<file path="src/design/pfc_map.svh">
// pin-level constants of the parallel flash command controller
`ifndef PFC_MAP_SVH
`define PFC_MAP_SVH
`define PFC_MCLK_NS          25
`define PFC_GLITCH_NS        5
`define PFC_READ_CYCLE_NS    70
`define PFC_SETTLE_NS        1000
`define PFC_PROG_MAX_NS      20000
`define PFC_ERASE_MAX_CYC    5120000
`define PFC_UNLOCK1_ADDR     15'h5555
`define PFC_UNLOCK2_ADDR     15'h2AAA
`define PFC_UNLOCK1_DATA     8'hAA
`define PFC_UNLOCK2_DATA     8'h55
`define PFC_CMD_PROGRAM      8'hA0
`define PFC_CMD_ERASE_SETUP  8'h80
`define PFC_CMD_SECTOR_ERASE 8'h30
`define PFC_CMD_BLOCK_ERASE  8'h50
`define PFC_CMD_CHIP_ERASE   8'h10
`define PFC_CMD_ID_ENTRY     8'h90
`define PFC_CMD_QUERY_ENTRY  8'h98
`define PFC_CMD_EXIT         8'hF0
`define PFC_UPPER_ZERO       8'h00
`define PFC_CMD_ADDR_W       15
`define PFC_POLL_BIT         7
`define PFC_TOGGLE_BIT       6
`define PFC_SYNC_CYC         3
`endif

</file>
<file path="src/design/pfc_pkg.sv">
// types shared by the parallel flash command controller
package pfc_pkg;
  typedef enum logic [3:0] {
    PFC_OP_READ,
    PFC_OP_PROGRAM,
    PFC_OP_SECTOR_ERASE,
    PFC_OP_BLOCK_ERASE,
    PFC_OP_CHIP_ERASE,
    PFC_OP_ID_ENTRY,
    PFC_OP_QUERY_ENTRY,
    PFC_OP_EXIT_SHORT,
    PFC_OP_EXIT_LONG
  } pfc_op_t;
  typedef enum logic [1:0] {
    PFC_MODE_ARRAY,
    PFC_MODE_ID,
    PFC_MODE_QUERY
  } pfc_mode_t;
  typedef enum logic [2:0] {
    PFC_PH_IDLE,
    PFC_PH_SETUP,
    PFC_PH_STROBE,
    PFC_PH_HOLD,
    PFC_PH_GAP
  } pfc_phase_t;
endpackage : pfc_pkg

</file>
<file path="src/design/pfc_ctrl.sv">
// host controller that issues flash command sequences and polls status
`timescale 1ns/1ps
`include "pfc_map.svh"
module pfc_ctrl #(
  parameter int AW           = 19,
  parameter int ERASE_TO_CYC = `PFC_ERASE_MAX_CYC
) (
  input  wire logic               mclk,
  input  wire logic               rst_n,
  input  wire logic               cmd_valid,
  input  wire pfc_pkg::pfc_op_t   cmd_op,
  input  wire logic [AW-1:0]      cmd_addr,
  input  wire logic [15:0]        cmd_data,
  output logic                    cmd_ready,
  output logic                    rsp_valid,
  output logic [15:0]             rsp_data,
  output logic                    rsp_timeout,
  output pfc_pkg::pfc_mode_t      dev_mode,
  output logic [AW-1:0]           flash_addr,
  input  wire logic [15:0]        flash_dq_i,
  output logic [15:0]             flash_dq_o,
  output logic                    flash_dq_oe,
  output logic                    flash_ce_n,
  output logic                    flash_oe_n,
  output logic                    flash_we_n
);
  localparam int PROG_CYC   = `PFC_PROG_MAX_NS / `PFC_MCLK_NS;
  localparam int SETTLE_CYC = (`PFC_SETTLE_NS + `PFC_MCLK_NS - 1) / `PFC_MCLK_NS;
  localparam int TW         = 24;
  typedef enum {
    ST_IDLE, ST_WR_ISSUE, ST_WR_WAIT, ST_POLL_ISSUE, ST_POLL_WAIT,
    ST_SETTLE, ST_FINAL_ISSUE, ST_FINAL_WAIT, ST_ABORT, ST_ABORT_WAIT, ST_REPLY
  } pfc_state_t;
  // ****************************************************************
  // request and sequence state
  // ****************************************************************
  pfc_state_t         state_q;
  pfc_pkg::pfc_op_t   op_q;
  logic [AW-1:0]      addr_q;
  logic [15:0]        data_q;
  logic [2:0]         step_q;
  logic [TW-1:0]      tmr_q;
  logic               tog_q;
  logic               have_tog_q;
  logic               bus_start_q;
  logic               bus_wr_q;
  logic [AW-1:0]      bus_addr_q;
  logic [15:0]        bus_wdata_q;
  logic               bus_done;
  logic [15:0]        bus_rdata;
  // ****************************************************************
  // command sequence decode
  // ****************************************************************
  wire is_prog   = (op_q == pfc_pkg::PFC_OP_PROGRAM);
  wire is_chip   = (op_q == pfc_pkg::PFC_OP_CHIP_ERASE);
  wire is_short  = (op_q == pfc_pkg::PFC_OP_EXIT_SHORT);
  wire is_erase  = (op_q == pfc_pkg::PFC_OP_SECTOR_ERASE) ||
                   (op_q == pfc_pkg::PFC_OP_BLOCK_ERASE) || is_chip;
  wire is_busy_op = is_prog || is_erase;
  wire [2:0] seq_len = is_short ? 3'h1 : is_prog ? 3'h4 : is_erase ? 3'h6 : 3'h3;
  wire last_step = (step_q == seq_len - 3'h1);
  wire unlock2   = (step_q == 3'h1) || (step_q == 3'h4);
  wire prog_data_step = is_prog && (step_q == 3'h3);
  wire target_step = prog_data_step || is_short || ((step_q == 3'h5) && !is_chip);
  wire [7:0] third_byte =
      is_prog  ? `PFC_CMD_PROGRAM :
      is_erase ? `PFC_CMD_ERASE_SETUP :
      (op_q == pfc_pkg::PFC_OP_ID_ENTRY) ? `PFC_CMD_ID_ENTRY :
      (op_q == pfc_pkg::PFC_OP_QUERY_ENTRY) ? `PFC_CMD_QUERY_ENTRY :
      `PFC_CMD_EXIT;
  wire [7:0] last_byte =
      (op_q == pfc_pkg::PFC_OP_SECTOR_ERASE) ? `PFC_CMD_SECTOR_ERASE :
      (op_q == pfc_pkg::PFC_OP_BLOCK_ERASE) ? `PFC_CMD_BLOCK_ERASE :
      `PFC_CMD_CHIP_ERASE;
  wire [7:0] seq_byte =
      is_short ? `PFC_CMD_EXIT :
      unlock2 ? `PFC_UNLOCK2_DATA :
      (step_q == 3'h2) ? third_byte :
      (step_q == 3'h5) ? last_byte :
      `PFC_UNLOCK1_DATA;
  // upper data lines are driven low in command cycles, upper address bits in cycles to the unlock addresses
  wire [15:0] seq_wdata = prog_data_step ? data_q : {`PFC_UPPER_ZERO, seq_byte};
  wire [14:0] unlock_addr = unlock2 ? `PFC_UNLOCK2_ADDR : `PFC_UNLOCK1_ADDR;
  wire [AW-1:0] seq_addr = target_step ? addr_q :
                           {{(AW - `PFC_CMD_ADDR_W){1'b0}}, unlock_addr};
  // ****************************************************************
  // status evaluation
  // ****************************************************************
  // program: polling bit reads inverted until done; erase: reads zero until done
  wire poll_ok = is_prog ?
                 (bus_rdata[`PFC_POLL_BIT] == data_q[`PFC_POLL_BIT]) :
                 bus_rdata[`PFC_POLL_BIT];
  // two reads with equal toggle bit mean the internal operation has ended
  wire tog_still = have_tog_q && (bus_rdata[`PFC_TOGGLE_BIT] == tog_q);
  wire [TW-1:0] tmo_lim = is_prog ? TW'(PROG_CYC) : TW'(ERASE_TO_CYC);
  wire timed_out = (tmr_q >= tmo_lim);
  wire settle_end = (tmr_q >= TW'(SETTLE_CYC - 1));
  // ****************************************************************
  // control sequencer
  // ****************************************************************
  always_ff @(posedge mclk or negedge rst_n) begin
    if (!rst_n) begin
      state_q     <= ST_IDLE;
      op_q        <= pfc_pkg::PFC_OP_READ;
      addr_q      <= '0;
      data_q      <= 16'h0000;
      step_q      <= 3'h0;
      tmr_q       <= '0;
      tog_q       <= 1'b0;
      have_tog_q  <= 1'b0;
      bus_start_q <= 1'b0;
      bus_wr_q    <= 1'b0;
      bus_addr_q  <= '0;
      bus_wdata_q <= 16'h0000;
      cmd_ready   <= 1'b0;
      rsp_valid   <= 1'b0;
      rsp_data    <= 16'h0000;
      rsp_timeout <= 1'b0;
      dev_mode    <= pfc_pkg::PFC_MODE_ARRAY;
    end else begin
      bus_start_q <= 1'b0;
      rsp_valid   <= 1'b0;
      tmr_q       <= tmr_q + TW'(1);
      case (state_q)
        ST_IDLE: begin
          cmd_ready <= 1'b1;
          if (cmd_valid && cmd_ready) begin
            cmd_ready   <= 1'b0;
            op_q        <= cmd_op;
            addr_q      <= cmd_addr;
            data_q      <= cmd_data;
            step_q      <= 3'h0;
            rsp_timeout <= 1'b0;
            rsp_data    <= 16'h0000;
            state_q     <= (cmd_op == pfc_pkg::PFC_OP_READ) ? ST_FINAL_ISSUE : ST_WR_ISSUE;
          end
        end
        ST_WR_ISSUE: begin
          bus_start_q <= 1'b1;
          bus_wr_q    <= 1'b1;
          bus_addr_q  <= seq_addr;
          bus_wdata_q <= seq_wdata;
          state_q     <= ST_WR_WAIT;
        end
        ST_WR_WAIT: if (bus_done) begin
          if (!last_step) begin
            step_q  <= step_q + 3'h1;
            state_q <= ST_WR_ISSUE;
          end else if (is_busy_op) begin
            // status is read only after the final write strobe has risen
            tmr_q      <= '0;
            have_tog_q <= 1'b0;
            state_q    <= ST_POLL_ISSUE;
          end else begin
            if (op_q == pfc_pkg::PFC_OP_ID_ENTRY) dev_mode <= pfc_pkg::PFC_MODE_ID;
            else if (op_q == pfc_pkg::PFC_OP_QUERY_ENTRY)
              dev_mode <= pfc_pkg::PFC_MODE_QUERY;
            else dev_mode <= pfc_pkg::PFC_MODE_ARRAY;
            state_q <= ST_REPLY;
          end
        end
        ST_POLL_ISSUE: begin
          bus_start_q <= 1'b1;
          bus_wr_q    <= 1'b0;
          bus_addr_q  <= addr_q;
          state_q     <= ST_POLL_WAIT;
        end
        // no command is written until status shows the operation ended or the poll limit is reached
        ST_POLL_WAIT: if (bus_done) begin
          if (poll_ok && tog_still) begin
            tmr_q   <= '0;
            state_q <= ST_SETTLE;
          end else if (timed_out) begin
            state_q <= ST_ABORT;
          end else begin
            tog_q      <= bus_rdata[`PFC_TOGGLE_BIT];
            have_tog_q <= 1'b1;
            state_q    <= ST_POLL_ISSUE;
          end
        end
        // other data lines may lag the polling bit, so wait before the last read
        ST_SETTLE: if (settle_end) state_q <= ST_FINAL_ISSUE;
        ST_FINAL_ISSUE: begin
          bus_start_q <= 1'b1;
          bus_wr_q    <= 1'b0;
          bus_addr_q  <= addr_q;
          state_q     <= ST_FINAL_WAIT;
        end
        ST_FINAL_WAIT: if (bus_done) begin
          rsp_data <= bus_rdata;
          state_q  <= ST_REPLY;
        end
        // after a timeout, a single reset write returns the part to read mode
        ST_ABORT: begin
          rsp_timeout <= 1'b1;
          bus_start_q <= 1'b1;
          bus_wr_q    <= 1'b1;
          bus_addr_q  <= addr_q;
          bus_wdata_q <= {`PFC_UPPER_ZERO, `PFC_CMD_EXIT};
          state_q     <= ST_ABORT_WAIT;
        end
        ST_ABORT_WAIT: if (bus_done) begin
          dev_mode <= pfc_pkg::PFC_MODE_ARRAY;
          state_q  <= ST_REPLY;
        end
        ST_REPLY: begin
          rsp_valid <= 1'b1;
          state_q   <= ST_IDLE;
        end
        default: state_q <= ST_IDLE;
      endcase
    end
  end
  // ****************************************************************
  // pin cycle engine
  // ****************************************************************
  pfc_bus_cycle #(
    .AW (AW)
  ) u_cycle (
    .mclk      (mclk),
    .rst_n     (rst_n),
    .start     (bus_start_q),
    .wr        (bus_wr_q),
    .addr      (bus_addr_q),
    .wdata     (bus_wdata_q),
    .done      (bus_done),
    .rdata     (bus_rdata),
    .pin_addr  (flash_addr),
    .pin_dq_i  (flash_dq_i),
    .pin_dq_o  (flash_dq_o),
    .pin_dq_oe (flash_dq_oe),
    .pin_ce_n  (flash_ce_n),
    .pin_oe_n  (flash_oe_n),
    .pin_we_n  (flash_we_n)
  );
endmodule : pfc_ctrl

</file>
<file path="src/design/pfc_bus_cycle.sv">
// one asynchronous read or write cycle on the flash pins
`timescale 1ns/1ps
`include "pfc_map.svh"
module pfc_bus_cycle #(
  parameter int AW = 19
) (
  input  wire logic          mclk,
  input  wire logic          rst_n,
  input  wire logic          start,
  input  wire logic          wr,
  input  wire logic [AW-1:0] addr,
  input  wire logic [15:0]   wdata,
  output logic               done,
  output logic [15:0]        rdata,
  output logic [AW-1:0]      pin_addr,
  input  wire logic [15:0]   pin_dq_i,
  output logic [15:0]        pin_dq_o,
  output logic               pin_dq_oe,
  output logic               pin_ce_n,
  output logic               pin_oe_n,
  output logic               pin_we_n
);
  // strobe held strictly longer than the glitch filter so the write is counted
  localparam int WE_CYC  = `PFC_GLITCH_NS / `PFC_MCLK_NS + 2;
  localparam int RD_CYC  = (`PFC_READ_CYCLE_NS + `PFC_MCLK_NS - 1) / `PFC_MCLK_NS;
  localparam int GAP_CYC = (`PFC_READ_CYCLE_NS + `PFC_MCLK_NS - 1) / `PFC_MCLK_NS;
  // ****************************************************************
  // input synchroniser
  // ****************************************************************
  logic [15:0] sync1_q, sync2_q, sync3_q;
  always_ff @(posedge mclk or negedge rst_n) begin
    if (!rst_n) begin
      sync1_q <= 16'h0000;
      sync2_q <= 16'h0000;
      sync3_q <= 16'h0000;
    end else begin
      sync1_q <= pin_dq_i;
      sync2_q <= sync1_q;
      sync3_q <= sync2_q;
    end
  end
  // ****************************************************************
  // cycle sequencer
  // ****************************************************************
  pfc_pkg::pfc_phase_t phase_q;
  logic [3:0]          cnt_q;
  logic                wr_q;
  wire settled   = (sync2_q == sync3_q);
  wire wr_end    = (cnt_q >= 4'(WE_CYC - 1));
  wire rd_end    = (cnt_q >= 4'(RD_CYC + `PFC_SYNC_CYC)) && settled;
  wire strobe_end = wr_q ? wr_end : rd_end;
  wire gap_end   = (cnt_q >= 4'(GAP_CYC - 1));
  always_ff @(posedge mclk or negedge rst_n) begin
    if (!rst_n) begin
      phase_q   <= pfc_pkg::PFC_PH_IDLE;
      cnt_q     <= 4'h0;
      wr_q      <= 1'b0;
      done      <= 1'b0;
      rdata     <= 16'h0000;
      pin_addr  <= '0;
      pin_dq_o  <= 16'h0000;
      pin_dq_oe <= 1'b0;
      pin_ce_n  <= 1'b1;
      pin_oe_n  <= 1'b1;
      pin_we_n  <= 1'b1;
    end else begin
      done <= 1'b0;
      cnt_q <= cnt_q + 4'h1;
      case (phase_q)
        pfc_pkg::PFC_PH_IDLE: if (start) begin
          // address and data settle a cycle before the strobes fall
          wr_q      <= wr;
          pin_addr  <= addr;
          pin_dq_o  <= wdata;
          pin_dq_oe <= wr;
          phase_q   <= pfc_pkg::PFC_PH_SETUP;
        end
        pfc_pkg::PFC_PH_SETUP: begin
          pin_ce_n <= 1'b0;
          pin_we_n <= !wr_q;
          pin_oe_n <= wr_q;
          cnt_q    <= 4'h0;
          phase_q  <= pfc_pkg::PFC_PH_STROBE;
        end
        pfc_pkg::PFC_PH_STROBE: if (strobe_end) begin
          rdata    <= sync3_q;
          pin_ce_n <= 1'b1;
          pin_we_n <= 1'b1;
          pin_oe_n <= 1'b1;
          phase_q  <= pfc_pkg::PFC_PH_HOLD;
        end
        pfc_pkg::PFC_PH_HOLD: begin
          // data held past the rising strobe edge
          pin_dq_oe <= 1'b0;
          cnt_q     <= 4'h0;
          phase_q   <= pfc_pkg::PFC_PH_GAP;
        end
        pfc_pkg::PFC_PH_GAP: if (gap_end) begin
          // recovery of one read cycle time lets an aborted sequence settle
          done    <= 1'b1;
          phase_q <= pfc_pkg::PFC_PH_IDLE;
        end
        default: phase_q <= pfc_pkg::PFC_PH_IDLE;
      endcase
    end
  end
endmodule : pfc_bus_cycle

</file>
<file path="config.mk">
export PLATFORM = sky130hd
export DESIGN_NAME = pfc_ctrl
export DESIGN_NICKNAME = d
export VERILOG_FILES = /design/src/design/pfc_pkg.sv /design/src/design/pfc_ctrl.sv /design/src/design/pfc_bus_cycle.sv
export VERILOG_INCLUDE_DIRS = /design/src /design/src/design
export SDC_FILE = /design/constraint.sdc
export NUM_CORES = 1
export LEC_CHECK = 0
export BUFFER_PORTS_ARGS = -buffer_cell sky130_fd_sc_hd__buf_2
export CAP_MARGIN = 10
export CORE_ASPECT_RATIO = 0.8
export CORE_MARGIN = 2
export CORE_UTILIZATION = 63
export DETAILED_ROUTE_END_ITERATION = 16
export PLACE_DENSITY = 0.85
export SYNTH_ARGS = -nofsm -noshare
export SYNTH_HDL_FRONTEND = slang
export SYNTH_SLANG_ARGS = --single-unit
</file>
<file path="constraint.sdc">
create_clock -name mclk -period 7.96 [get_ports mclk]
set_input_delay 0.796 -clock mclk [delete_from_list [all_inputs] [get_ports mclk]]
set_output_delay 0.796 -clock mclk [all_outputs]
set_load 0.05 [all_outputs]
</file>
# --- Yosys cells after proc, flatten, opt, wreduce, memory -nomap -nowiden ---
# Index checks and enable logic that the tools add are counted.
# W data, S select, Z words.
word_totals:
  register_bits: 270
  latch_bits: 0
  mem_bits_rw: 0
  romBits: 0
  inputBits: 58
  mem_count: 0
classes:
  add_sub_neg: 4
  mul: 0
  div_mod_pow: 0
  magnitude_cmp: 5
  n_eq_ne: 46
  n_shift: 0
  mux: 78
  bitwise: 2
  n_reduce_logical: 46
ops:
  columns: ["operator", "n"]
  rows:
  - ["$pmux W32 S9", 1]
  - ["$mux W32", 5]
  - ["$eq A32 B3 Y1 const B", 4]
  - ["$mux W24", 5]
  - ["$eq A32 B4 Y1 const B", 3]
  - ["$eq A32 B2 Y1 const B", 2]
  - ["$pmux W16 S2", 2]
  - ["$mux W16", 3]
  - ["$pmux W24 S2", 1]
  - ["$mux W7", 6]
  - ["$pmux W19 S2", 1]
  - ["$eq A32 B1 Y1 const B", 1]
  - ["$logic_not A32 Y1", 1]
  - ["$mux W8", 4]
  - ["$mux W3", 10]
  - ["$add A24 B1 Y24 const B", 1]
  - ["$ge A24 B23 Y1", 1]
  - ["$ge A24 B6 Y1 const B", 1]
  - ["$mux W23", 1]
  - ["$mux W4", 5]
  - ["$reduce_bool A2 Y1", 10]
  - ["$mux W19", 1]
  - ["$ne A2 B2 Y1 const B", 9]
  - ["$eq A16 B16 Y1", 1]
  - ["other kinds (36)", 102]

# --- Logic depth before layout (Yosys ltp) ---
logic_depth:
  ltp_word: 11
  mapped_depth: 11

# --- By module ---
# Synthesis repeated with hierarchy kept, for this count alone.
unflattened:
  hier_cells: 1005
  hier_area_um2: 10580.1
modules_own_cells:
  columns: ["mod", "instances", "cells_per_inst", "area_per_inst_um2", "seq_area_each_um2"]
  rows:
  - ["pfc_ctrl", 1, 670, 6216.0, 3253.1]
  - ["pfc_bus_cycle", 1, 335, 4364.2, 2806.4]

# --- Least setup slack after synthesis ---
# Ideal clock, no wire load.
synth_timing:
  path_kind: "reg-to-reg"
  startpoint: "register op_q[3]"
  endpoint: "register tog_q"
  setup_ns: 0.125
  arrival_time_ns: 2.780
  t_required_ns: 7.835
  path_slack_ns: 5.055
  stages_incl_launch_ff: 11
  path_buffers: 1
  synth_period_minus_slack_ns: 2.905
  path_cell_list: "dfrtp_1 buf_6 or4b_4 inv_1 ha_1 a2111oi_0 o21ai_0 a211oi_1 o21ai_2 nor3_1 mux2_2"
synth_via:
  elab_chain_len: 5
  elab_cells_between_ends: 8
  cone_classes: "1 x order compare; 1 x eq/ne; 2 x mux; 2 x bitwise; 2 x reduce/logical"
synth_lines:
  columns: ["item", "line", "text"]
  rows:
  - ["start, declared", "pfc_ctrl.sv:38", "pfc_pkg::pfc_op_t op_q;"]
  - ["start signal, assigned", "pfc_ctrl.sv:104", "op_q <= pfc_pkg::PFC_OP_READ;"]
  - ["start signal, assigned", "pfc_ctrl.sv:129", "op_q <= cmd_op;"]
  - ["$eq A4 B1 Y1 (*)", "pfc_ctrl.sv:54", "wire is_prog = (op_q == pfc_pkg::PFC_OP_PROGRAM);"]
  - ["$mux W23 / $mux W1 (equally long branches)", "pfc_ctrl.sv:95, pfc_ctrl.sv:90", null]
  - ["$ge A24 B23 Y1 / $logic_and A1 B1 Y1 (equally long branches)", "pfc_ctrl.sv:96, pfc_ctrl.sv:170", null]
  - ["$not A1 Y1 (no source line)", null, null]
  - ["$reduce_and A4 Y1 (no source line) (*)", null, null]
  - ["end signal, assigned", "pfc_ctrl.sv:176", "tog_q <= bus_rdata[`PFC_TOGGLE_BIT];"]
  - ["end, declared", "pfc_ctrl.sv:43", "logic tog_q;"]
# Mark *: on every way between the ends. The rest lies on a longest branch, timed or not.
# A chain may end at the register's enable or synchronous reset.

# --- Final worst setup path ---
layout_timing:
  startpoint: "register op_q[1]"
  endpoint: "register tog_q"
# Same word-level chain as after synthesis.

==> out/qor.csv <==
stage;metric;value;unit
floorplanning;Die Span Y;118;um
floorplanning;die width;146;um
logic_synthesis;async set-reset flop share out of synthesis;100;%
sta;Layout Skew;0.0167;ns
global_route;grt ovf;0;
cts;CTS clock-pin slew for the worst setup and hold paths;0.07;ns
job;maxcap violations;0;
sta;RSZ-0062 raised after global routing;no;
floorplanning;Starting Density;64.3;%
setup_path;worst-path fanout max;13;
setup_path;worst stage delay on the critical path;0.62;ns
global_route;antenna violations before repair;0;
logic_synthesis;Synth Net Count;1020;
cells_and_area;n_diodes;0;
setup_path;FF-to-FF setup slack;4.64;ns
logic_synthesis;cell count after synthesis;942;
cts;Setup Fix Bufs, Post-CTS;0;
sta;# setup viols final;0;
cts;CTS Root Cell;clkbuf_16;
route;drt drc;0;
setup_path;WP data arrival;3.71;ns
setup_path;worst r2r dst;tog_q$_DFFE_PN0P_;
placed_design;Final HPWL DP;14000;um
power;Pleak;5.61;nW
floorplanning;DIE AREA;17200;sq um
logic_synthesis;Ys Warns;0;
global_route;overall track demand over capacity in global routing;25.8;%
sta;Final TNS setup;0;ns
cts;CTS buffer count;23;
power;total power;0.00466;W
setup_path;Worst Path Required;8.35;ns
setup_path;crit path buf inv count;1;
logic_synthesis;Avg Cell Area, Syn;10.8;sq um
cells_and_area;share of cells above drive strength 1;22.3;%
cts;PostCTS Resize Cnt;0;
global_route;met1 Resource Use GR;37.8;%
sta;f_max;301;MHz
sta;Rel. slew slack;31.6;%
placed_design;RD Place Congestion;0.900;
power;Pint;0.00286;W
logic_synthesis;EDFF count, synth;0;
power;Switch Pwr;0.00181;W
logic_synthesis;Cell variety after synth;65;
route;vias;7347;
setup_path;cells on worst reg2reg path;9;
global_route;vias in the first global route;7198;
global_route;met3 usage;5.19;%
power;sw frac;38.7;%
setup_path;CP endpoint kind;flip-flop;
global_route;largest net degree at the start of global routing;101;
sta;Final Hold Vio Count;0;
setup_path;Worst path slowest cell;or4b_4;
sta;Max Transition Viols Final;0;
cts;CTS max path bufs;3;
floorplanning;CORE AREA;15800;sq um
route;Vias/cell;5.76;
power;Max VDD drop;0.220;mV
outcome;status;completed;
cells_and_area;Syn-to-layout area delta;15.2;%
global_route;grt peak-use layer;met2;
global_route;global routing met2 resource utilization;40.2;%
power;sequential share of power;40.5;%
logic_synthesis;top_reg_cell synth;dfrtp_1;
placed_design;IO Port Bufs;117;
setup_path;crit path from;op_q[1]$_DFFE_PN0P_;
route;Final ANT Viol Nets;0;
logic_synthesis;Seq cells post-synth;242;
cts;CTS H-tree depth;1;
global_route;first-pass GRT wire length;36200;um
sta;final worst-path cycle share;41.7;%
cells_and_area;fin nets;1123;
cts;hold_buf cts;0;
setup_path;critical path class;reg -> reg;
cts;Clock Sinks;242;
setup_path;origin of the critical flop-to-flop path;op_q[1]$_DFFE_PN0P_;
power;PD cells;398;nW/um^2
sta;fin crit period;3.32;ns
power;power share of the combinational group;33.7;%
route;final WL;21700;um
cts;Skew-Pair Late Insertion Delay;0.52;ns
power;clock share of power;25.8;%
setup_path;CP startpoint kind;flip-flop;
min_path;Hold WC Path Type;in -> async;
cts;TritonCTS clock tree;done;
cells_and_area;Fill cells;1117;
logic_synthesis;synthesized area;10200;sq um
route;initial DRC count;740;
sta;worst slew pin tran;1.02;ns
floorplanning;FP Rows;41;
logic_synthesis;sequential fraction of the synthesis area;59.6;%
route;Routed WL per cell;17.0;um
floorplanning;# IOs;118;
route;DRT Pass-1 Iters;6;
setup_path;crit path cell chain;or4b_4, inv_1, ha_1, a2111oi_0, o21ai_0, a211oi_1, o21ai_2, nor3_1, mux2_2;
setup_path;cell family with most CP delay;compound AO/OA/AOI/OAI gates;
-- kinds of logic after synthesis --
family	count (synthesis)	share of synthesized area, %
AOI/OAI and AO/OA	129	7.97
xor gates and xnor gates	44	3.79
adders and majority gates	20	2.46
buffers and inverters	63	2.81
DFF	242	59.6
muxes	59	6.51
and+or+nand+nor	385	16.8
-- worst max path at each step --
stage | endpoint | slack, ns | cells after the start
2_1_floorplan | tog_q$_DFFE_PN0P_ | 5.05 | 10
3_3_place_gp | tog_q$_DFFE_PN0P_ | 4.82 | 9
3_5_place_dp | tog_q$_DFFE_PN0P_ | 4.75 | 9
4_1_cts | tog_q$_DFFE_PN0P_ | 4.72 | 9
5_1_grt | tog_q$_DFFE_PN0P_ | 4.52 | 9
6_report | tog_q$_DFFE_PN0P_ | 4.64 | 9
-- synth_stat cells (all sizes together), types with 11 or more instances --
cell type / number / area (sq um)
dfrtp: 239 / 5980
nand2: 210 / 788
nor2: 73 / 277
mux2: 57 / 642
o21ai: 52 / 268
clkbuf: 26 / 97.6
a21oi: 23 / 115
nand3: 23 / 115
xor2: 23 / 201
xnor2: 21 / 184
ha: 20 / 250
inv: 19 / 71.3
buf: 18 / 116
nor3: 15 / 75.1
nor4: 13 / 87.6
a31oi: 11 / 68.8
-- routing by layer --
layer / share of wire, % / vias to the layer above / wire, um
met4: 2.1 / 0 / 451
met5: 0 / - / 0
met3: 6.6 / 45 / 1440
met2: 46 / 276 / 10100
li1: - / 3408 / -
met1: 45 / 3618 / 9760
-- cell type report --
class / instances / area, sq um / share of cell area (%)
well taps: 215 / 269 / 2.30
flip-flops and latches: 242 / 6060 / 51.8
clock inverters: 9 / 180 / 1.54
clock buffers: 31 / 656 / 5.60
repair buffers: 122 / 633 / 5.41
multi-input cells: 637 / 3840 / 32.8
inverters: 19 / 71.3 / 0.609
-- worst register-to-register path: stages (launching register included) --
cell and delay [ns]:
dfrtp_1 0.50, or4b_4 0.62, inv_1 0.25, ha_1 0.30
a2111oi_0 0.37, o21ai_0 0.16, a211oi_1 0.31, o21ai_2 0.14
nor3_1 0.20, mux2_2 0.35
-- sequential cells by signal (all words and copies together), names as in the netlist, 4 cells and up --
signal	cells
addr_q	19
bus_addr_q	19
bus_wdata_q	16
data_q	16
op_q	4
rsp_data	16
state_q	4
tmr_q	24
u_cycle.cnt_q	4
u_cycle.pin_addr	19
u_cycle.pin_dq_o	16
u_cycle.rdata	16
u_cycle.sync1_q	16
u_cycle.sync2_q	16
u_cycle.sync3_q	16
-- power by group through the flow --
stage | combinational, W | sequential (W) | clock (W)
final | 0.00157 | 0.00189 | 0.00120
after global routing | 0.00172 | 0.00193 | 0.00127
after CTS | 0.00157 | 0.00188 | 0.00121
after detailed placement | 0.00156 | 0.00189 | 0
after global placement | 0.00150 | 0.00188 | 0
after floorplan | 0.000950 | 0.00211 | 0
-- metrics by stage --
stage / hold slack (ns) / instances / instance area [sq um] / util, % / setup WS (ns)
2_1_floorplan: 0.331 / 942 / 10200 / - / 5.05
3_3_place_gp: 0.334 / 1235 / 10900 / 68.7 / 4.82
3_5_place_dp: 0.338 / 1235 / 10900 / 68.7 / 4.75
4_1_cts: 0.353 / 1275 / 11700 / 74.0 / 4.72
5_1_grt: 0.357 / 1275 / 11700 / 74.1 / 4.52
6_report: 0.329 / 1275 / 11700 / 74.1 / 4.64
-- cells in the final DEF, fill, tap and decap left out, types with 5 or more instances in the layout --
| cell | count |
|---|---|
| xor2_1 | 23 |
| clkbuf_8 | 5 |
| nand4_1 | 8 |
| clkbuf_16 | 23 |
| nand2b_1 | 6 |
| mux2_2 | 57 |
| nor4_1 | 12 |
| nand3_1 | 23 |
| nand2_1 | 210 |
| buf_2 | 116 |
| bufinv_16 | 5 |
| nand3b_1 | 5 |
| nor3_1 | 15 |
| a31oi_1 | 11 |
| inv_1 | 19 |
| buf_4 | 5 |
| a22o_1 | 7 |
| xnor2_1 | 21 |
| a21oi_1 | 22 |
| o21ai_0 | 49 |
| or3_1 | 5 |
| dfrtp_1 | 239 |
| ha_1 | 20 |
| nor2_1 | 72 |
No activity file was read; power rests on OpenSTA's default activity.
